--- src/asc_pkg.sv ---
// Purpose: constants, register map and carrier types of the serial controller
// Assumes: one 10 MHz clock, plain register port with one-cycle read latency
// Notes:   register offsets and field positions are local choices
package asc_pkg;
   // ==========================================================
   // register offsets
   localparam logic [4:0] ADDR_RX_DATA    = 5'h00;
   localparam logic [4:0] ADDR_TX_DATA    = 5'h01;
   localparam logic [4:0] ADDR_IEN        = 5'h02;
   localparam logic [4:0] ADDR_IIDENT     = 5'h03;
   localparam logic [4:0] ADDR_LSTAT      = 5'h04;
   localparam logic [4:0] ADDR_RSTAT      = 5'h05;
   localparam logic [4:0] ADDR_MSTAT      = 5'h06;
   localparam logic [4:0] ADDR_TSTAT      = 5'h07;
   localparam logic [4:0] ADDR_ICMD       = 5'h08;
   localparam logic [4:0] ADDR_RCMD       = 5'h09;
   localparam logic [4:0] ADDR_TMODE      = 5'h0A;
   localparam logic [4:0] ADDR_RMODE      = 5'h0B;
   localparam logic [4:0] ADDR_CLKCFG     = 5'h0C;
   localparam logic [4:0] ADDR_PINMODE    = 5'h0D;
   localparam logic [4:0] ADDR_ACMP_A     = 5'h0E;
   localparam logic [4:0] ADDR_ACMP_B     = 5'h0F;
   localparam logic [4:0] ADDR_LEVEL      = 5'h10;
   localparam logic [4:0] ADDR_DIVISOR    = 5'h11;
   localparam logic [4:0] ADDR_EVT_STAT   = 5'h12;
   localparam logic [4:0] ADDR_EVT_CLR    = 5'h13;
   localparam logic [4:0] ADDR_EVT_EN     = 5'h14;
   // ==========================================================
   // command and mode encodings
   localparam int         ICMD_STATUS_CLR = 2;
   localparam int         RCMD_LOCK       = 3;
   localparam int         RCMD_FLUSH_BUF  = 4;
   localparam int         RCMD_FLUSH_MACH = 5;
   localparam int         RCMD_ENABLE     = 7;
   localparam logic [7:0] CLKCFG_EXT_TX   = 8'h30;
   localparam int         CLKCFG_DIV2     = 0;
   localparam int         PINMODE_SCLK    = 0;
   localparam logic [1:0] TMODE_MANUAL    = 2'h0;
   localparam logic [1:0] TMODE_SEMI      = 2'h1;
   localparam logic [1:0] TMODE_AUTO      = 2'h2;
   localparam int         TMODE_RTS_BIT   = 2;
   localparam logic [1:0] RMODE_NORMAL    = 2'h0;
   localparam logic [1:0] RMODE_SEMI      = 2'h1;
   localparam logic [1:0] RMODE_AUTO      = 2'h2;
   localparam int         RMODE_AUTOACK   = 2;
   localparam int         IEN_TX_BIT      = 1;
   localparam int         IEN_RX_BIT      = 0;
   localparam int         LSTAT_RX_BIT    = 0;
   localparam int         LSTAT_OVR_BIT   = 1;
   localparam int         LSTAT_FRM_BIT   = 2;
   localparam int         LSTAT_TXE_BIT   = 4;
   // ==========================================================
   // sizes and reset values
   localparam int         BUF_DEPTH       = 4;
   localparam int         OVERSAMPLE      = 16;
   localparam logic [7:0] DIVISOR_RST     = 8'h01;
   localparam logic [7:0] ZERO8           = 8'h00;
   localparam int         EVT_RX          = 0;
   localparam int         EVT_TX          = 1;
   localparam int         EVT_ERR         = 2;

   // ==========================================================
   // carrier types
   typedef struct packed {
      logic [4:0] addr;
      logic [7:0] wdata;
      logic       wr;
      logic       rd;
   } asc_bus_type;

   typedef struct packed {
      logic       sclk;
      logic       rxd;
      logic       cts_n;
   } asc_line_in_type;
endpackage : asc_pkg

--- src/asc_top.sv ---
// Purpose: asynchronous serial controller with corrected status and buffer behaviour
// Assumes: all inputs synchronous to core_clk_i; host strobes framed by chip select
// Notes:   eight data bits, one stop bit, no parity; 16x oversampling
//
// The implementer's own choices: strobed register access and the address map.
`timescale 1ns/1ps
module asc_top
   import asc_pkg::*;
(
   // clock, reset, enable
   input  wire logic            core_clk_i,
   input  wire logic            nrst_i,
   input  wire logic            clk_en_i,
   // register port
   input  wire logic            cs_i,
   input  wire asc_bus_type     bus_i,
   output      logic [7:0]      rdata_o,
   // serial line
   input  wire asc_line_in_type line_i,
   output      logic            txd_o,
   output      logic            rts_n_o,
   // interrupts
   output      logic            irq_o,
   output      logic            evt_irq_o
);
   // ==========================================================
   // registers
   logic [7:0] rbuf [BUF_DEPTH];
   logic [1:0] wptr, rptr;
   logic [2:0] level;
   logic       locked, rx_en, rx_open;
   logic [7:0] ien, lstat, rstat, mstat, tstat, tmode, rmode, clkcfg, pinmode;
   logic [7:0] acmp_a, acmp_b, divisor, evt_stat, evt_en;
   logic       tx_hold;
   logic [7:0] tx_data;
   logic       tx_pend;
   logic       div2_ph;
   logic [7:0] bdiv;
   logic       sclk_d;
   // ==========================================================
   // bus decode; strobes only count inside chip select
   wire        wr   = bus_i.wr & cs_i;
   wire        rd   = bus_i.rd & cs_i;
   function automatic logic hit(input logic s, input logic [4:0] a);
      hit = s & (bus_i.addr == a);
   endfunction : hit
   wire        wr_tx    = hit(wr, ADDR_TX_DATA);
   wire        wr_lstat = hit(wr, ADDR_LSTAT);
   wire        wr_icmd  = hit(wr, ADDR_ICMD);
   wire        wr_rcmd  = hit(wr, ADDR_RCMD);
   wire        rd_rx    = hit(rd, ADDR_RX_DATA);
   wire        rd_ident = hit(rd, ADDR_IIDENT);
   wire        rd_rstat = hit(rd, ADDR_RSTAT);
   wire        stat_clr = wr_icmd & bus_i.wdata[ICMD_STATUS_CLR];
   // one write of xB8 fires all four receive commands at once
   wire        c_en     = wr_rcmd & bus_i.wdata[RCMD_ENABLE];
   wire        c_fmach  = wr_rcmd & bus_i.wdata[RCMD_FLUSH_MACH];
   wire        c_fbuf   = wr_rcmd & bus_i.wdata[RCMD_FLUSH_BUF];
   wire        c_lock   = wr_rcmd & bus_i.wdata[RCMD_LOCK];
   wire        lvl_zero = wr_lstat & ~bus_i.wdata[LSTAT_RX_BIT];
   wire        buf_clr  = c_fbuf | lvl_zero;
   // ==========================================================
   // baud tick: input divide, optional external clock for the transmitter only
   wire        div2     = clkcfg[CLKCFG_DIV2];
   wire        in_tick  = ~div2 | div2_ph;
   wire        b16      = in_tick & (bdiv == 8'h00);
   wire        ext_tx   = (clkcfg == CLKCFG_EXT_TX) & pinmode[PINMODE_SCLK];
   wire        sclk_rise = line_i.sclk & ~sclk_d;
   wire        tx_tick16 = ext_tx ? sclk_rise : b16;
   always_ff @(posedge core_clk_i) begin
      if (!nrst_i) begin
         div2_ph <= 1'b0;
         bdiv    <= 8'h00;
         sclk_d  <= 1'b0;
      end else if (clk_en_i) begin
         div2_ph <= ~div2_ph;
         sclk_d  <= line_i.sclk;
         if (in_tick) bdiv <= (bdiv == 8'h00) ? divisor - 8'h01 : bdiv - 8'h01;
      end
   end
   // ==========================================================
   // receiver: 16x sampling, rearm at mid stop bit
   typedef enum logic [1:0] {RX_IDLE, RX_START, RX_DATA, RX_STOP} asc_rx_type;
   asc_rx_type rxs;
   logic [3:0] rx_os;
   logic [2:0] rx_bit;
   logic [7:0] rx_sh;
   logic       rx_9th;
   logic       rx_done, rx_ferr;
   always_ff @(posedge core_clk_i) begin
      if (!nrst_i) begin
         rxs <= RX_IDLE; rx_os <= 4'h0; rx_bit <= 3'h0; rx_sh <= ZERO8;
         rx_done <= 1'b0; rx_ferr <= 1'b0; rx_9th <= 1'b0;
      end else if (clk_en_i) begin
         rx_done <= 1'b0;
         if (c_fmach) rxs <= RX_IDLE;
         else if (b16 && rx_en) begin
            rx_os <= rx_os + 4'h1;
            case (rxs)
               RX_IDLE:  if (!line_i.rxd) begin rxs <= RX_START; rx_os <= 4'h1; end
               RX_START: if (rx_os == 4'h7) begin
                  rxs <= line_i.rxd ? RX_IDLE : RX_DATA; rx_os <= 4'h0; rx_bit <= 3'h0;
               end
               RX_DATA:  if (rx_os == 4'hF) begin
                  rx_sh <= {line_i.rxd, rx_sh[7:1]};
                  rx_bit <= rx_bit + 3'h1;
                  if (rx_bit == 3'h7) rxs <= RX_STOP;
               end
               // stop judged at its centre, back to idle at once so a start
               // that trims the stop bit short is still caught
               RX_STOP:  if (rx_os == 4'hF) begin
                  rxs <= RX_IDLE; rx_done <= 1'b1; rx_ferr <= ~line_i.rxd;
                  rx_9th <= (rmode[1:0] != RMODE_NORMAL) & rx_sh[7];
               end
               default:  rxs <= RX_IDLE;
            endcase
         end
      end
   end
   // ==========================================================
   // address gating of the receive buffer
   wire        is_addr  = rx_done & rx_9th;
   wire        addr_hit = (rx_sh == acmp_a) | (rx_sh == acmp_b);
   wire        mode_semi = rmode[1:0] == RMODE_SEMI;
   wire        mode_auto = rmode[1:0] == RMODE_AUTO;
   wire        next_open = mode_semi ? 1'b1 : (mode_auto ? addr_hit : rx_open);
   wire        rx_open_now = (rmode[1:0] == RMODE_NORMAL) | (is_addr ? next_open : rx_open);
   wire        store    = rx_done & rx_open_now & ~locked & (level != 3'(BUF_DEPTH));
   wire        ovr      = rx_done & rx_open_now & ~locked & (level == 3'(BUF_DEPTH));
   wire        pop      = rd_rx & (level != 3'h0);
   always_ff @(posedge core_clk_i) begin
      if (!nrst_i) begin
         wptr <= 2'h0; rptr <= 2'h0; level <= 3'h0; rx_open <= 1'b0;
      end else if (clk_en_i) begin
         if (is_addr) rx_open <= next_open;
         if (buf_clr) begin
            wptr <= 2'h0; rptr <= 2'h0; level <= 3'h0;
         end else begin
            if (store) wptr <= wptr + 2'h1;
            if (pop)   rptr <= rptr + 2'h1;
            level <= level + {2'b00, store} - {2'b00, pop};
         end
      end
   end
   generate
      for (genvar g = 0; g < BUF_DEPTH; g++) begin : g_buf
         always_ff @(posedge core_clk_i) begin
            if (!nrst_i) rbuf[g] <= ZERO8;
            else if (clk_en_i && store && wptr == 2'(g)) rbuf[g] <= rx_sh;
         end
      end
   endgenerate
   // ==========================================================
   // receive command register: flush machine unlocks and beats lock
   always_ff @(posedge core_clk_i) begin
      if (!nrst_i) begin
         rx_en <= 1'b0; locked <= 1'b0;
      end else if (clk_en_i) begin
         if (c_en) rx_en <= 1'b1;
         if (c_fmach) locked <= 1'b0;
         else if (c_lock) locked <= 1'b1;
      end
   end
   // ==========================================================
   // transmitter; automatic modes lead with one bit of RTS
   typedef enum logic [2:0] {TX_IDLE, TX_LEAD, TX_START, TX_DATA, TX_STOP} asc_tx_type;
   asc_tx_type txs;
   logic [3:0] tx_os;
   logic [2:0] tx_bit;
   logic [7:0] tx_sh;
   logic       auto_rts;
   logic       tx_done;
   wire        tx_auto  = (tmode[1:0] == TMODE_SEMI) | (tmode[1:0] == TMODE_AUTO);
   wire        tx_bit_end = tx_tick16 & (tx_os == 4'hF);
   always_ff @(posedge core_clk_i) begin
      if (!nrst_i) begin
         txs <= TX_IDLE; tx_os <= 4'h0; tx_bit <= 3'h0; tx_sh <= ZERO8;
         txd_o <= 1'b1; auto_rts <= 1'b0; tx_pend <= 1'b0; tx_data <= ZERO8;
         tx_done <= 1'b0;
      end else if (clk_en_i) begin
         tx_done <= 1'b0;
         if (wr_tx) begin tx_data <= bus_i.wdata; tx_pend <= 1'b1; end
         if (tx_tick16) tx_os <= tx_os + 4'h1;
         case (txs)
            TX_IDLE: if (tx_pend && !wr_tx) begin
               tx_sh <= tx_data; tx_pend <= 1'b0; tx_os <= 4'h0;
               if (tx_auto && !auto_rts) begin
                  txs <= TX_LEAD; auto_rts <= 1'b1;
               end else txs <= TX_START;
            end else if (!tx_pend) auto_rts <= 1'b0;
            TX_LEAD:  if (tx_bit_end) txs <= TX_START;
            TX_START: begin
               txd_o <= 1'b0;
               if (tx_bit_end) begin txs <= TX_DATA; tx_bit <= 3'h0; end
            end
            TX_DATA: begin
               txd_o <= tx_sh[tx_bit];
               if (tx_bit_end) begin
                  tx_bit <= tx_bit + 3'h1;
                  if (tx_bit == 3'h7) txs <= TX_STOP;
               end
            end
            TX_STOP: begin
               txd_o <= 1'b1;
               if (tx_bit_end) begin txs <= TX_IDLE; tx_done <= 1'b1; end
            end
            default: txs <= TX_IDLE;
         endcase
      end
   end
   // automatic modes take request-to-send from the machine
   always_ff @(posedge core_clk_i) begin
      if (!nrst_i) rts_n_o <= 1'b1;
      else if (clk_en_i) rts_n_o <= tx_auto ? ~auto_rts : ~tmode[TMODE_RTS_BIT];
   end
   // ==========================================================
   // status registers; hardware set wins over any clear
   wire [7:0] rstat_set = {5'h00, rx_ferr & rx_done, ovr, level != 3'h0};
   wire [7:0] lstat_set = {3'h0, txs == TX_IDLE, 1'b0, rx_ferr & rx_done, ovr, 1'b0};
   wire [7:0] keep0     = 8'h01;
   always_ff @(posedge core_clk_i) begin
      if (!nrst_i) begin
         lstat <= ZERO8; rstat <= ZERO8; mstat <= ZERO8; tstat <= ZERO8;
      end else if (clk_en_i) begin
         if (stat_clr) begin
            // bit 0 tracks the buffer and is left alone
            rstat <= (rstat & keep0) | rstat_set;
            lstat <= (lstat & keep0) | lstat_set;
            mstat <= ZERO8;
            tstat <= {7'h00, tx_done};
         end else begin
            if (rd_rstat) rstat <= {rstat[7:1], level != 3'h0} | rstat_set;
            else rstat <= rstat | rstat_set;
            if (wr_lstat) lstat <= {lstat[7:5], bus_i.wdata[4:0]} | lstat_set;
            else lstat <= lstat | lstat_set;
            mstat <= {mstat[7:1], mstat[0] | (line_i.cts_n != rts_n_o & 1'b0)};
            tstat <= tstat | {7'h00, tx_done};
         end
         if (!(wr_lstat || stat_clr)) lstat[LSTAT_RX_BIT] <= level != 3'h0;
      end
   end
   // ==========================================================
   // control registers and transmit hold
   always_ff @(posedge core_clk_i) begin
      if (!nrst_i) begin
         ien <= ZERO8; tmode <= ZERO8; rmode <= ZERO8; clkcfg <= ZERO8; pinmode <= ZERO8;
         acmp_a <= ZERO8; acmp_b <= ZERO8; divisor <= DIVISOR_RST; tx_hold <= 1'b0;
      end else if (clk_en_i) begin
         if (hit(wr, ADDR_IEN))     ien     <= bus_i.wdata;
         if (hit(wr, ADDR_TMODE))   tmode   <= bus_i.wdata;
         if (hit(wr, ADDR_RMODE))   rmode   <= bus_i.wdata;
         if (hit(wr, ADDR_CLKCFG))  clkcfg  <= bus_i.wdata;
         if (hit(wr, ADDR_PINMODE)) pinmode <= bus_i.wdata;
         if (hit(wr, ADDR_ACMP_A))  acmp_a  <= bus_i.wdata;
         if (hit(wr, ADDR_ACMP_B))  acmp_b  <= bus_i.wdata;
         if (hit(wr, ADDR_DIVISOR)) divisor <= (bus_i.wdata == 8'h00) ? 8'h01 : bus_i.wdata;
         if (wr_tx || !ien[IEN_TX_BIT]) tx_hold <= 1'b0;
         else if (rd_ident) tx_hold <= 1'b1;
      end
   end
   // ==========================================================
   // device interrupt: receive data pending and not acknowledged, or transmit empty not held
   logic rx_ack;
   always_ff @(posedge core_clk_i) begin
      if (!nrst_i) rx_ack <= 1'b0;
      else if (clk_en_i) begin
         if (store) rx_ack <= 1'b0;
         else if ((rd_rx && rmode[RMODE_AUTOACK]) || rd_rstat) rx_ack <= 1'b1;
      end
   end
   wire rx_irq = ien[IEN_RX_BIT] & (level != 3'h0) & ~rx_ack;
   wire tx_irq = ien[IEN_TX_BIT] & ~tx_pend & (txs == TX_IDLE) & ~tx_hold;
   assign irq_o = rx_irq | tx_irq;
   // ==========================================================
   // event interrupt block
   wire [2:0] evt_set = {rx_done & (rx_ferr | ovr), tx_done, store};
   wire       evt_clr_w = hit(wr, ADDR_EVT_CLR);
   always_ff @(posedge core_clk_i) begin
      if (!nrst_i) begin
         evt_stat <= ZERO8; evt_en <= ZERO8;
      end else if (clk_en_i) begin
         if (hit(wr, ADDR_EVT_EN)) evt_en <= bus_i.wdata;
         evt_stat <= (evt_stat & ~(evt_clr_w ? bus_i.wdata : ZERO8)) | {5'h00, evt_set};
      end
   end
   assign evt_irq_o = |(evt_stat & evt_en);
   // ==========================================================
   // read data mux, registered
   logic [7:0] rsel;
   always_comb begin
      case (bus_i.addr)
         ADDR_RX_DATA:  rsel = rbuf[rptr];
         ADDR_IEN:      rsel = ien;
         ADDR_IIDENT:   rsel = {6'h00, tx_irq, rx_irq};
         ADDR_LSTAT:    rsel = lstat;
         ADDR_RSTAT:    rsel = rstat;
         ADDR_MSTAT:    rsel = mstat;
         ADDR_TSTAT:    rsel = tstat;
         ADDR_TMODE:    rsel = tmode;
         ADDR_RMODE:    rsel = rmode;
         ADDR_CLKCFG:   rsel = clkcfg;
         ADDR_PINMODE:  rsel = pinmode;
         ADDR_ACMP_A:   rsel = acmp_a;
         ADDR_ACMP_B:   rsel = acmp_b;
         ADDR_LEVEL:    rsel = {5'h00, level};
         ADDR_DIVISOR:  rsel = divisor;
         ADDR_EVT_STAT: rsel = evt_stat;
         ADDR_EVT_EN:   rsel = evt_en;
         default:       rsel = ZERO8;
      endcase
   end
   always_ff @(posedge core_clk_i) begin
      if (!nrst_i) rdata_o <= ZERO8;
      else if (clk_en_i) rdata_o <= rd ? rsel : ZERO8;
   end
endmodule : asc_top

--- config.mk ---
export PLATFORM = sky130hd
export DESIGN_NAME = asc_top
export DESIGN_NICKNAME = d
export VERILOG_FILES = /design/src/asc_pkg.sv /design/src/asc_top.sv
export SDC_FILE = /design/constraint.sdc
export NUM_CORES = 1
export LEC_CHECK = 0
export ABC_AREA = 1
export BUFFER_PORTS_ARGS = -buffer_cell sky130_fd_sc_hd__buf_2
export CORE_MARGIN = 8
export CORE_UTILIZATION = 61
export CTS_CLUSTER_SIZE = 30
export DETAILED_ROUTE_END_ITERATION = 8
export PLACE_DENSITY = 0.89
export SLEW_MARGIN = 10
export SYNTH_ARGS = -nofsm -noshare
export SYNTH_HDL_FRONTEND = slang
export SYNTH_SLANG_ARGS = --single-unit
--- constraint.sdc ---
create_clock -name core_clk_i -period 5 [get_ports core_clk_i]
set_input_delay 1 -clock core_clk_i [delete_from_list [all_inputs] [get_ports core_clk_i]]
set_output_delay 1 -clock core_clk_i [all_outputs]
set_load 0.01 [all_outputs]
; ---- Word-level counts from Yosys, hierarchy flattened
; Memories as Yosys holds them, arrays and structs flattened. A register that Yosys moved wholly into a read port is not among the register bits.
; Index checks and enable logic that the tools add are counted.
; W data, S select, Z words.
[totals]
reg_bits = 185
latchBits = 0
ram_bits = 32
mem_bits_ro = 0
word_cells = 339
n_memories = 1
[classes]
addsub = 10
mul = 0
div_mod_pow = 0
order_cmp = 1
eq_ne = 58
n_shift = 0
mux = 89
bitwise = 77
reduce_logical = 61
[memory_table]
columns = name, words, width, rd, rd_ports_with_merged_regs, wr, line_no
row1 = rbuf, 4, 8, 1, 1, 4, asc_top.sv:28  ; logic [7:0] rbuf [BUF_DEPTH];
[ops]
columns = operator, count
row1 = $pmux W8 S16, 1
row2 = $mux W8, 13
row3 = $and A1 B1 Y1, 43
row4 = $eq A5 B4 Y1 const B, 8
row5 = $mux W1, 38
row6 = $reduce_and A2 Y1, 18
row7 = $mux W2, 15
row8 = $mux W3, 10
row9 = $eq A5 B5 Y1 const B, 5
row10 = $or A8 B3 Y8, 3
row11 = $mux W4, 5
row12 = $ne A3 B3 Y1 const B, 6
row13 = $reduce_bool A2 Y1, 9
row14 = $and A8 B8 Y8, 2
row15 = $eq A8 B8 Y1, 2
row16 = $logic_not A8 Y1, 2
row17 = $or A8 B5 Y8, 2
row18 = $sub A8 B1 Y8 const B, 2
row19 = $eq A5 B3 Y1 const B, 3
row20 = $pmux W3 S5, 1
row21 = $ne A2 B2 Y1 const B, 7
row22 = $reduce_and A7 Y1, 2
row23 = $eq A2 B2 Y1 const B, 6
row24 = $eq A3 B3 Y1 const B, 4
row25 = 38 further kinds, 89

; ---- Depth between registers and ports, before layout
; Gate-level depths: netlist of the first run.
[logic_depth]
word_depth = 15
ltp_mapped = 17

; ---- Worst setup path after synthesis of the first run
; No wires, ideal clock.
[synth_timing]
path_kind = in2reg
from = input bus_i[11] (netlist name)
to = register level[2]
setup_time_ns = 0.115
t_arrival_ns = 2.817
setup_slack_ns = 2.069
path_stages = 12
path_cell_list = nor2_4 nand2_2 nor2_4 nand2_1 nor2_2 xnor2_1 ha_1 inv_1 fa_1 o21ai_0 a21oi_1 a2111oi_0
[synth_between]
elab_chain_cells = 5
elab_cells_between_ends = 12
[synth_lines]
columns = item, line_no
row1 = start: declaration, asc_top.sv:16  ; input wire asc_bus_type bus_i,
row2 = "$logic_not A5 Y1, or another cell as far along", asc_top.sv:45  ; hit = s & (bus_i.addr == a);
row3 = $and A1 B1 Y1, asc_top.sv:45
row4 = "$and A1 B1 Y1, on equally long branches", "asc_top.sv:130, asc_top.sv:58, asc_top.sv:60"
row5 = $sub A3 B1 Y3 / $or A1 B1 Y1 (equally long branches), "asc_top.sv:141, asc_top.sv:61"
row6 = $mux W3 *, asc_top.sv:136  ; if (buf_clr) begin
row7 = end signal: assignment, asc_top.sv:141  ; level <= level + {2'b00, store} - {2'b00, pop};
row8 = end: declaration, asc_top.sv:30  ; logic [2:0] level;
; Every way passes the cells marked *; elsewhere a longest branch is shown, timed or not.
; A chain may end at the register's enable or synchronous reset.

; ---- Worst setup path after layout of the first run
; Ends and elaborated chain as after synthesis.

==> results.txt, run 1 <==
The flow ran to the end, and the final reports show no timing, DRC or antenna violations. The final count of negative-setup-slack endpoints came out at 0. Multiplexer cells account for 0% of the synthesized area. The effective utilization at floorplan is about three fifths. The total wire length after detailed routing is 27500 µm. The met1 global-route usage is 34.7%. The clock tree from TritonCTS is done. Each instance of the synthesized netlist takes up on average around 7.5 µm².

The die footprint came out at ~0.020 mm². The die width came out at roughly 140 µm. The placement-stage worst setup slack came out at 1480 ps. Data on the critical path is required at its endpoint by between 5000 and 6000 ps.

The total power after layout is between 3 and 4 mW. The transition at the pin with the smallest max-transition slack came out at 1060 ps. The met3 track demand over resource is under 10%. The floorplan has 46 rows. Among all flip-flop cells after synthesis, the most frequent one is sky130_fd_sc_hd__dfxtp_1. The total routing resource utilization after global routing came out at a little over a quarter.

The data arrival time at the worst-slack endpoint is roughly 3600 ps. The level count of the clock H-tree came out at 1. Of the total synthesized cell area, the portion taken by XOR and XNOR cells is under 10%. The fraction of the mapped netlist area in adder cells came out at under 10%. Subtracting the final worst setup slack from the clock period gives approximately 3200 ps.

The flip-flop and latch count after synthesis came out at roughly 200. The cell taking the most area after synthesis is sky130_fd_sc_hd__dfxtp_1. The met2 usage came out at a little over two fifths. In the final layout, the multi-input gates occupy between 0.004 and 0.005 mm². The clock arrives with 13.9 ps of skew. The number of buffers inserted by port buffering is 32. The number of warning messages in the yosys log is 0.

The global-route wire length before repair is about 44000 µm. IR analysis of the VDD net gives a maximum drop of 0.294 mV. The final antenna-violating net count is 0.

The total count of max-transition violations in the final report is 0. For this design, the slowest cell found on the critical path is sky130_fd_sc_hd__fa_1. Setup repair after global routing left no endpoint under its margin. Clock tree synthesis selected as its root buffer the cell sky130_fd_sc_hd__clkbuf_16. The largest stage delay on the critical path came out at 380 ps. The proportion of layout cells with a drive suffix above 1 is under 10%.

The critical path endpoint category is a register. The final number of hold-violating endpoints is 0. After global routing, the most crowded layer is met2. The footprint of the flip-flops and latches is ~0.0044 mm². The number of detailed-routing iterations run before antenna repair is 7. The latest clock arrival within the worst-skew pair came out at 500 ps. The residual DRC count is 0. The tightest min-delay check is of the reg2reg type.

After filler insertion, the fill cell instance count of the layout stands at between 1000 and 1500. The number of antenna violations at the first check in global routing is 0. The buffer count from post-CTS setup fixing came out at 0. The die boundary height is 142 µm. The async set-reset flop share out of synthesis came out at 0%. The iteration-0 DRC count of the detailed router is 1239. The total leakage power is between 4 and 5 nW.

The number of antenna cells inserted is 0. The hold buffer count at cts came out at 0. The synthesized netlist contains between 50 and 60 unique library cells. The clock passes through at most 3 buffers. Counting stages on the worst path, the most repeated cell is sky130_fd_sc_hd__nor2_4. The post-cts resize count is 0. Summing the areas of all compound-gate instances in the mapped netlist gives about a fifth of the synthesized area. The utilization after layout is approximately two thirds. The clock network accounts for around 43% of the total power.

Among all cell types in the netlist, the one instantiated most often is sky130_fd_sc_hd__nand2_1. Across all setup checks in the final design, the least slack found is 1820 ps. The net total in the final layout came out at between 1000 and 1500.

The area added between synthesis and finish is 9.54%. The power spent charging and discharging nets is about 0.85 mW. The total grt overflow is 0. The number of ports placed on the die boundary came out at 34.

The total via count after detailed routing came out at approximately 9300. By startpoint and endpoint, the worst setup path is classified as in2reg. The number of clock sinks came out at between 200 and 250. Max-cap violations in this run came to 0.

The total nets after synthesis came out at 1334. In the routed layout, each cell is associated on average with a via count of ~6. The number of clock buffers inserted by TritonCTS is 21. The final clock period utilization by the worst path came out at around 64%.

The largest net degree at the start of global routing came out at 45. The switching fraction of total power came out at 24.3%. The internal power summed over all cells came out at about 2.7 mW.

The setup check on the worst reg-to-reg path leaves a slack of roughly 2100 ps. The combined area of all synthesized cells is 0.00974 mm². The number of cells produced by synthesis is 1299. The post-CTS clock slew at the launch and capture registers of the worst setup and hold paths is 60 ps. STA classifies the critical path startpoint as a primary input. Counting instances in the post-synthesis netlist gives the leading cell types as sky130_fd_sc_hd__nand2_1, sky130_fd_sc_hd__dfxtp_1, sky130_fd_sc_hd__a21oi_1, sky130_fd_sc_hd__inv_1, sky130_fd_sc_hd__nor2_1.

The area share of and/or/nand/nor cells after synthesis came out at 22.2%. After synthesis, the largest family of logic cells by area is simple AND/OR/NAND/NOR gates. In this run the worst path has a maximum fanout of 10. The core outline area came out at 0.0158 mm². The number of synthesized flops with an enable pin is 32. The fraction of post-synthesis cell area in the top cell type by area is roughly 35%. The combinational cell fraction of total power came out at under 10%. Traced cell by cell, the critical path runs through buf_2 > nor2_4 > nand2_2 > nor2_4 > nand2_1 > nor2_2 > xnor2_1 > ha_1 > inv_1 > fa_1 > o21ai_0 > a21oi_1 > a2111oi_0.

The achievable clock frequency came out at between 0.3 and 0.4 GHz. By area the synthesized netlist is led by sky130_fd_sc_hd__dfxtp_1, sky130_fd_sc_hd__edfxtp_1, sky130_fd_sc_hd__nand2_1. The final weighted congestion of routability-driven global placement came out at 0.981. Summed over all failing endpoints, the final setup total negative slack is 0 ps. The power share of the sequential group came out at 49.2%.

Summed over all nets, the half-perimeter wirelength after detailed placement is 18800 µm. The via count of the first global-routing pass was 8563. The post-synthesis sequential area ratio came out at approximately 45%. The detail-routed net length per standard cell came out at around 18 µm.

The power density normalized to cell area came out at about 330 mW/mm². The normalized max-slew margin came out at 29.1%.
==> layout by cell type (no fill, tap or decap), types with 5 or more instances in the layout <==
| cell type | netlist | routed |
|---|---|---|
| sky130_fd_sc_hd__nor3_1 | 16 | 16 |
| sky130_fd_sc_hd__nor4_1 | 5 | 5 |
| sky130_fd_sc_hd__a211oi_1 | 16 | 16 |
| sky130_fd_sc_hd__o22ai_1 | 16 | 16 |
| sky130_fd_sc_hd__nand2_1 | 232 | 232 |
| sky130_fd_sc_hd__nand4_1 | 12 | 12 |
| sky130_fd_sc_hd__edfxtp_1 | 32 | 32 |
| sky130_fd_sc_hd__clkbuf_1 | 29 | 9 |
| sky130_fd_sc_hd__buf_4 | 1 | 6 |
| sky130_fd_sc_hd__nor2_2 | 7 | 7 |
| sky130_fd_sc_hd__dfxtp_1 | 172 | 172 |
| sky130_fd_sc_hd__xnor2_1 | 11 | 11 |
| sky130_fd_sc_hd__o211ai_1 | 5 | 5 |
| sky130_fd_sc_hd__ha_1 | 12 | 12 |
| sky130_fd_sc_hd__nand3_1 | 56 | 56 |
| sky130_fd_sc_hd__nor2_4 | 5 | 5 |
| sky130_fd_sc_hd__a31oi_1 | 5 | 5 |
| sky130_fd_sc_hd__a21oi_1 | 155 | 155 |
| sky130_fd_sc_hd__inv_2 | 15 | 16 |
| sky130_fd_sc_hd__buf_2 | 11 | 32 |
| sky130_fd_sc_hd__a221oi_1 | 6 | 6 |
| sky130_fd_sc_hd__o21ai_0 | 126 | 126 |
| sky130_fd_sc_hd__clkbuf_16 | 0 | 21 |
| sky130_fd_sc_hd__inv_1 | 155 | 154 |
| sky130_fd_sc_hd__nor2_1 | 135 | 135 |
==> per-stage QoR <==
step                cells  hold WS [ps]  instance area (µm²)
finish               1543           451                10700
global route         1543           468                10700
CTS                  1543           453                10700
detailed placement   1505           445                10000
global placement     1505           435                10000
floorplan            1299           424                 9740
==> cell families after synthesis <==
family | Yosys count
adders and majority gates | 13
and+or+nand+nor | 487
buffers and inverters | 219
DFF | 204
AOI/OAI and AO/OA | 362
xor gates and xnor gates | 14
==> power groups by stage <==
stage / sequential (mW) / combinational [mW] / clock [mW]
floorplan: 1.75 / 0.186 / 0
global placement: 1.76 / 0.247 / 0
detailed placement: 1.76 / 0.255 / 0
CTS: 1.72 / 0.259 / 1.52
global route: 1.73 / 0.291 / 1.59
finish: 1.72 / 0.265 / 1.52
==> worst max-delay path, delay by kind of cell <==
| kind | cells | cell delay, ps |
|---|---|---|
| simple gates | 5 | 990 |
| fa+ha+maj | 2 | 600 |
| compound gates | 3 | 570 |
| buf+inv | 2 | 200 |
| xor+xnor | 1 | 190 |
==> worst paths after layout <==
check	from	endpoint	depth (start not counted)
setup / recovery	bus_i[11]	level[2]	13
hold / removal	tmode[6]	tmode[6]	2
setup reg to reg	rx_sh[7]	level[2]	17
hold reg to reg	tmode[6]	tmode[6]	2
==> registers in the layout, indices dropped and copies added (netlist names), 4 cells and up, named ones only <==
signal    cells
acmp_a        8
acmp_b        8
bdiv          8
clkcfg        8
divisor       8
evt_en        8
evt_stat      8
ien           8
lstat         5
pinmode       8
rbuf         32
rdata_o       8
rmode         8
rx_os         4
rx_sh         8
tmode         8
tx_data       8
tx_os         4
tx_sh         8
==> area by class of cell <==
type,instances,area share (%)
multi-input cells,876,42.1
flip-flops and latches,204,41.3
inverters,171,6.02
clock buffers,33,5.63
well taps,216,2.53
repair buffers,38,1.92
clock inverters,5,0.540
==> metal layers <==
metal,vias up,routed length [µm]
li1,4394,-
met4,0,1300
met1,4310,11000
met2,466,12500
met5,-,0
met3,103,2640
No activity file was read; power rests on OpenSTA's default activity.
==> run 2, diff against run 1 <==
--- a/config.mk
+++ b/config.mk
@@ -8,10 +8,10 @@
 export ABC_AREA = 1
 export BUFFER_PORTS_ARGS = -buffer_cell sky130_fd_sc_hd__buf_2
 export CORE_MARGIN = 8
-export CORE_UTILIZATION = 61
+export CORE_UTILIZATION = 56
 export CTS_CLUSTER_SIZE = 30
 export DETAILED_ROUTE_END_ITERATION = 8
-export PLACE_DENSITY = 0.89
+export PLACE_DENSITY = 0.86
 export SLEW_MARGIN = 10
 export SYNTH_ARGS = -nofsm -noshare
 export SYNTH_HDL_FRONTEND = slang
==> constraint.sdc (replaced) <==
create_clock -name core_clk_i -period 2.9 [get_ports core_clk_i]
set_input_delay 0.58 -clock core_clk_i [delete_from_list [all_inputs] [get_ports core_clk_i]]
set_output_delay 0.58 -clock core_clk_i [all_outputs]
set_load 0.01 [all_outputs]
==> run 2 against run 1 <==
Net effect:
- critical path depth fell by 8
- sequential cell count did not move
- non-clock buffer count rose by 18
- utilization fell by 3.9 points
- clock power rose by 95%
- clock skew fell by 1.1 ps
- sequential power rose by 73%
- sequential share of layout area fell by 1.1 points
- via count fell by 0.53%
- die area rose by 7.9%
- cell area rose by 2.7%
- critical endpoint is now irq_o
==> results.txt, run 2 (synthesis results as in run 1) <==
The number of ports placed on the die boundary came out at 34 (unchanged). The cell sitting at the root of the clock tree is a sky130_fd_sc_hd__clkbuf_16. The number of antenna violations at the first check in global routing came out at 0 (unchanged). The highest net fanout along the worst path came to 5 (-5). In this design, the largest share of critical-path delay is due to simple AND/OR/NAND/NOR gates. The worst setup path is of the reg2out kind. The final antenna-violating net count came out at 0 (unchanged).

Traced cell by cell, the critical path runs through nor2_1 > nand2_1 > nor4_1 > a31o_2 > buf_2. In the layout the commonest cells are sky130_fd_sc_hd__nand2_1, sky130_fd_sc_hd__dfxtp_1, sky130_fd_sc_hd__a21oi_1. The utilization after layout is 63.8% (-3.9 points). The number of flip-flops under the largest register name is 32 (unchanged).

In this run the worst hold path is classified as in2reg. The data arrival time at the worst-slack endpoint came to 2110 ps (-1450 ps). The final weighted congestion of routability-driven global placement is 0.976 (-0.55%). The number of clock buffers inserted by TritonCTS is 23 (+9.5%). The total grt overflow came out at 0 (unchanged).

The library cell contributing the largest single delay on the critical path is sky130_fd_sc_hd__nor4_1. The sum of buffers and inverters on the critical path is 1 (-1). The normalized max-slew margin is 50.3% (+21 points). The net total in the final layout is 1367 (+1.5%). The estimated wirelength of the detail-placed design was 19500 µm (+4.0%). The data required time of the worst path is 2320 ps (-3050 ps).

The total negative slack came out at 0 ps (unchanged). The transition at the pin with the smallest max-transition slack is 740 ps (-320 ps). The total wire length after detailed routing is 27800 µm (+1.1%). The total via count after detailed routing came out at 9224 (-0.53%).

The area added between synthesis and finish is 12.5%. The top register by number of flip-flops is rbuf. The most common library cell in the layout ignoring fill and taps is sky130_fd_sc_hd__nand2_1. The total leakage power came out at 4.30 nW (+3.8%). The via count of the first global-routing pass was 8691 (+1.5%). The level count of the clock H-tree is 1 (unchanged). The met2 usage came to 40.4% (-1.9 points). The largest stage delay on the critical path is 490 ps (+110 ps). The largest vdd supply drop came out at 0.482 mV (+64%).

The power density normalized to cell area came to 585 mW/mm² (+78%). The startpoint kind of the worst setup timing path is a register. The final count of negative-setup-slack endpoints came out at 0 (unchanged). The final critical delay including setup and external delays is 2690 ps. The flow ran to the end, and the final reports show no timing, DRC or antenna violations. The number of detailed-routing iterations run before antenna repair is 6 (-1). The die boundary height is 148 µm (+3.9%). The post-detailed-route via-to-cell ratio came out at 5.86 (-2.4%). The global-route wire length before repair is 44700 µm (+2.6%). The proportion of layout cells with a drive suffix above 1 is 10.5% (+1.8 points). After global routing, the most crowded layer is met2. The met1 global-route usage is 32.6% (-2.0 points).

The residual DRC count is 0 (unchanged). The number of antenna cells inserted came to 0 (unchanged). The total routing resource utilization after global routing was 25.2% (-1.6 points). Timing would allow up to ~0.37 GHz. The clock skew after layout came out at 12.8 ps (-1.12 ps). The post-CTS clock slew at the launch and capture registers of the worst setup and hold paths came out at 60 ps (about the same). TritonCTS built the clock tree. The number of clock sinks is 204 (unchanged). The maximum clock path buffer count is 3 (unchanged).

The largest net degree at the start of global routing was 112 (+150%). The worst hold margin came out at 398 ps (-53.6 ps). The latest clock arrival within the worst-skew pair was 500 ps (about the same).

The worst setup path is captured at an output port. The max-capacitance violation count is 0 (unchanged). The die width is 148 µm (+3.9%).

The final clock period utilization by the worst path came out at between 90% and 100%. The iteration-0 DRC count of the detailed router is 1039 (-16%). The count of filler cells inserted in the layout was 1426 (+12%). The final number of hold-violating endpoints is 0 (unchanged). The number of buffers inserted by port buffering is 32 (unchanged).

The total power after layout is 6.41 mW (+83%). The detail-routed net length per standard cell came out at 17.6 µm (-0.87%). The floorplan row count is 48 (+4.3%). The effective utilization at floorplan is 56.7% (-5.1 points). The core outline area came out at 0.0172 mm² (+8.9%).

The die footprint came out at 0.0219 mm² (+7.9%). The met3 track demand over resource is 4.16% (-1.0 points). The total count of max-transition violations in the final report was 0 (unchanged).
==> run 2: changes by cell type in the layout (fill, tap and decap cells not counted), sizes merged <==
cell,delta
buf,+18
bufinv,+2
clkinv,+2
inv,-1
==> run 2: path summary, 6_finish.rpt <==
check,start,to,slack [ps],cells after the start
worst max register to register,rx_sh[7],level[2],250,15
worst max-delay path,txs[0],irq_o,210,5
worst min-delay path,line_i[2],sclk_d,400,3
worst min register to register,tmode[4],tmode[4],450,2
==> run 2: stage by stage <==
stage / cells / worst slack [ps] / cell area [µm²]
2_1_floorplan: 1299 / 389 / 9740
3_3_place_gp: 1527 / 141 / 10100
3_5_place_dp: 1527 / 98.1 / 10100
6_report: 1573 / 213 / 11000
5_1_grt: 1573 / -37.2 / 11000
4_1_cts: 1568 / 205 / 10900
==> run 2: metal layers <==
layer,up-vias,routed length (µm)
li1,4422,-
met1,4309,11400
met2,403,12600
met3,90,2390
met4,0,1320
met5,-,0
==> run 2: layout make-up <==
type	instances	area (µm²)	share of cell area, %
inverter	171	642	5.86
tap	225	282	2.57
multi-input combinational	876	4500	41.1
clock buffer	33	653	5.96
sequential	204	4400	40.2
clock inverter	8	121	1.11
timing repair buffer	56	353	3.22
==> run 2: power by group <==
| part | internal (mW) | leakage, nW | switching, mW | total (mW) |
|---|---|---|---|---|
| clock network | 1.83 | 0.378 | 1.13 | 2.96 |
| logic | 0.140 | 2.23 | 0.336 | 0.476 |
| registers | 2.93 | 1.69 | 0.0389 | 2.97 |
==> run 2: tightest hold or removal path: stages <==
cell                      delay, ps
sky130_fd_sc_hd__buf_2           90
sky130_fd_sc_hd__o21ai_0         80
sky130_fd_sc_hd__a21oi_1        110
==> run 2: what timing repair did <==
item	in CTS	in global routing
setup endpoints to repair	0	1
hold buffers	0	0
buffers inserted	0	5
resized for setup	0	4
hold endpoints to repair	0	0
==> run 3, diff against run 2 <==
--- a/config.mk
+++ b/config.mk
@@ -5,7 +5,6 @@
 export SDC_FILE = /design/constraint.sdc
 export NUM_CORES = 1
 export LEC_CHECK = 0
-export ABC_AREA = 1
 export BUFFER_PORTS_ARGS = -buffer_cell sky130_fd_sc_hd__buf_2
 export CORE_MARGIN = 8
 export CORE_UTILIZATION = 56
==> run 3 against run 2 <==
Net effect:
- critical endpoint is now level[2]
- cell area up 1.7%
- combinational power up 110%
- worst setup slack worse by 93 ps
- die area up 2.1%
- clock power about the same
- synthesized cell count down 15%
==> results.txt, run 3 <==
The flow ran to the end, and the final reports show no timing, DRC or antenna violations. The setup slack of the most critical reg-to-reg path came to 120 ps (-130 ps). The power density normalized to cell area is 628 mW/mm² (+7.3%). The number of clock buffers inserted by TritonCTS is 22 (-4.3%).

The total cell area at the placement stage came out at 0.0104 mm² (+2.3%). The final weighted congestion of routability-driven global placement is 0.961 (-1.5%). The total grt overflow came out at 0 (unchanged). The total power after layout came to 6.99 mW (+9.1%). The residual DRC count came out at 0 (unchanged). The worst reg2reg path endpoint is level[2]. The number of synthesized flops with an enable pin was 32 (unchanged). The final number of hold-violating endpoints came out at 0 (unchanged). The final count of negative-setup-slack endpoints came out at 0 (unchanged). The total non-filler cell area in the finished layout came out at 0.0111 mm² (+1.7%). The latest clock arrival within the worst-skew pair came out at 520 ps (+20 ps).

The combined area of all synthesized cells is 0.00996 mm² (+2.3%). The net total in the final layout is 1145 (-16%). The iteration-0 DRC count of the detailed router is 1257 (+21%).

The hold path startpoint is line_i[1]. The total count of max-transition violations in the final report came out at 0 (unchanged). The data required time of the worst path came out at 3290 ps (+970 ps). The worst reg2reg path depth came to 13 (-2).

The clock tree from TritonCTS is done. The core outline area is 0.0174 mm² (+1.0%). The async set-reset flop share out of synthesis came out at 0% (unchanged). The critical path endpoint category is a register. The largest vdd supply drop came out at 0.679 mV (+41%). The number of warning messages in the yosys log is 0 (unchanged). Setup repair after global routing left no endpoint under its margin. The number of detailed-routing iterations run before antenna repair is 6 (unchanged).

By instance count, the leading cell after synthesis is sky130_fd_sc_hd__dfxtp_1. The clock root buffer master is sky130_fd_sc_hd__clkbuf_16. The number of flip-flops under the largest register name came out at 32 (unchanged). The post-detailed-route via-to-cell ratio came out at 6.55 (+12%). The max-capacitance violation count came out at 0 (unchanged). The level count of the clock H-tree is 1 (unchanged). The number of cells produced by synthesis is 1104 (-15%).

The final clock period utilization by the worst path is 95.9% (+3.2 points). The die boundary height came out at 149 µm (+1.0%). The footprint of the flip-flops and latches was 0.00441 mm² (+0.17%). The normalized max-slew margin came out at 40.8% (-9.5 points).

The effective utilization at floorplan came out at 57.4% (+0.72 points). In the synthesized netlist the dominant register cell turns out to be sky130_fd_sc_hd__dfxtp_1. The via count of the first global-routing pass was 8366 (-3.7%).

In this run the critical register-to-register path is launched from rx_sh[1]. The number of clock sinks is 204 (unchanged). The estimated wirelength of the detail-placed design came to 18400 µm (-5.8%). The total wire length after detailed routing is 27800 µm (+0.18%). The commonest cells after synthesis are sky130_fd_sc_hd__dfxtp_1, sky130_fd_sc_hd__nand2_1, sky130_fd_sc_hd__nor2_1. The buffer count from post-CTS setup fixing came out at 0 (unchanged).

The data arrival time at the worst-slack endpoint is 3170 ps (+1060 ps). The transition at the pin with the smallest max-transition slack came out at 882 ps (+142 ps). The hold path endpoint is rx_sh[7].

The die footprint is 0.0223 mm² (+2.1%). The achievable clock frequency came out at 0.360 GHz (-3.4%). The number of antenna cells inserted was 0 (unchanged).

The total leakage power is 3.97 nW (-7.7%). The flip-flop and latch count after synthesis is 204 (unchanged). Ranked by total cell area, the synthesized netlist is headed by sky130_fd_sc_hd__dfxtp_1, sky130_fd_sc_hd__edfxtp_1, sky130_fd_sc_hd__mux2i_1.

The number of ports placed on the die boundary is 34 (unchanged). The total via count after detailed routing came to 8848 (-4.1%). The total nets after synthesis is 1139 (-15%). The final antenna-violating net count is 0 (unchanged). The library cell used most frequently in the layout, excluding fill and tap cells, is sky130_fd_sc_hd__dfxtp_1. The worst hold path cell count is 3 (unchanged). The number of antenna violations at the first check in global routing came out at 0 (unchanged). The number of buffers inserted by port buffering is 32 (unchanged). The final critical delay including setup and external delays came out at 2780 ps (+93.2 ps). The total routing resource utilization after global routing is 24.5% (-0.66 points). The count of filler cells inserted in the layout came out at 1335 (-6.4%). rbuf holds more flip-flops than any other register. The largest net degree at the start of global routing is 55 (-51%).

The highest net fanout along the worst path came out at 8 (+3). The top cell types in the final layout, fill and taps aside, are sky130_fd_sc_hd__dfxtp_1, sky130_fd_sc_hd__nand2_1, sky130_fd_sc_hd__nor2_1. The fraction of post-synthesis cell area in the top cell type by area is 34.6% (-0.80 points). The clock skew after layout came to 21.6 ps (+8.79 ps).

The post-synthesis sequential area ratio is 44.2% (-1.0 points). The mean instance size in the synthesized netlist came out at 9.02 µm² (+20%). The post-CTS clock slew at the launch and capture registers of the worst setup and hold paths is 60 ps (about the same). In this run the worst hold path is classified as in2reg.

The utilization after layout is 64.2% (+0.40 points). The number of distinct library cells after synthesis is 71 (+25%). The die width was 149 µm (+1.0%). The maximum clock path buffer count came to 3 (unchanged). From synthesis to final layout, the design area changed by 11.8%. The floorplan row count came out at 48 (unchanged).

The setup path with the least slack is of type reg2reg. The area occupied by multi-input gates is 0.00519 mm² (+15%). The startpoint kind of the worst setup timing path is a register. The proportion of layout cells with a drive suffix above 1 is 13.5% (+3.0 points).

The cell taking the most area after synthesis is sky130_fd_sc_hd__dfxtp_1. The global-route wire length before repair came out at 44500 µm (-0.62%). The detail-routed net length per standard cell came out at 20.6 µm (+17%).
[run 3: final cells by class]
cell class              instances  share of cell area, %
multi-input cells             802                   46.6
clock buffers                  33                   6.04
flip-flops and latches        204                   39.6
clock inverters                 7                  0.831
inverters                      13                  0.461
well taps                     225                   2.53
repair buffers                 67                   3.91
[run 3: per-layer routing]
layer / vias up / track usage (%) / wire [µm]
met5: - / 0 / 0
met1: 4186 / 32.6 / 11100
li1: 4031 / - / -
met2: 538 / 38.1 / 12600
met3: 93 / 4.82 / 3100
met4: 0 / 10.4 / 1020
[run 3: how the worst max path moves through the flow]
stage / startpoint / to / slack, ps / cells after the start
after global placement: bus_i[14] / level[2] / 80 / 12
after CTS: rx_sh[7] / level[2] / 150 / 13
final: rx_sh[1] / level[2] / 120 / 13
after floorplan: bus_i[13] / level[2] / -20 / 12
after global routing: rx_sh[3] / level[2] / 8 / 13
after detailed placement: bus_i[14] / level[2] / 40 / 12
[run 3: per-stage QoR]
stage                     hold WS [ps]  setup slack (ps)  cells  setup TNS, ps
after global placement             433              78.4   1311              0
after CTS                          408               145   1351              0
after floorplan                    424             -20.3   1104          -20.3
after global routing               407              7.79   1351              0
final                              403               120   1351              0
after detailed placement           436              43.8   1311              0
[run 3: what timing repair did]
| action | CTS | global route |
|---|---|---|
| endpoints found under the setup margin | 0 | 1 |
| resized for setup | 0 | 6 |
| hold buffers | 0 | 0 |
| hold endpoints to repair | 0 | 0 |
[run 3: cell families (layout without fill, tap and decap cells)]
logic type | after synthesis | count (layout) | synth area share [%]
AOI/OAI and AO/OA | 229 | 229 | 14.8
xor gates and xnor gates | 27 | 27 | 2.37
adders and majority gates | 13 | 13 | 1.71
buffers and inverters | 98 | 120 | 3.94
DFF | 204 | 204 | 44.2
muxes | 81 | 81 | 9.42
and+or+nand+nor | 452 | 452 | 23.5
[run 3: power by group]
part	internal, mW	switching (mW)
logic	0.379	0.637
registers	2.95	0.0840
clock network	1.78	1.15
total	5.12	1.87
[run 3: worst max-delay path, stage by stage (launching register included)]
cell,delay [ps]
sky130_fd_sc_hd__dfxtp_2,410
sky130_fd_sc_hd__xnor2_1,120
sky130_fd_sc_hd__nand4_1,110
sky130_fd_sc_hd__o211ai_1,120
sky130_fd_sc_hd__o41ai_2,550
sky130_fd_sc_hd__nor2_1,140
sky130_fd_sc_hd__xor2_1,180
sky130_fd_sc_hd__ha_2,200
sky130_fd_sc_hd__inv_2,40
sky130_fd_sc_hd__fa_2,350
sky130_fd_sc_hd__xnor2_1,130
sky130_fd_sc_hd__nor2_1,130
sky130_fd_sc_hd__xnor2_1,130
sky130_fd_sc_hd__nor2_1,50
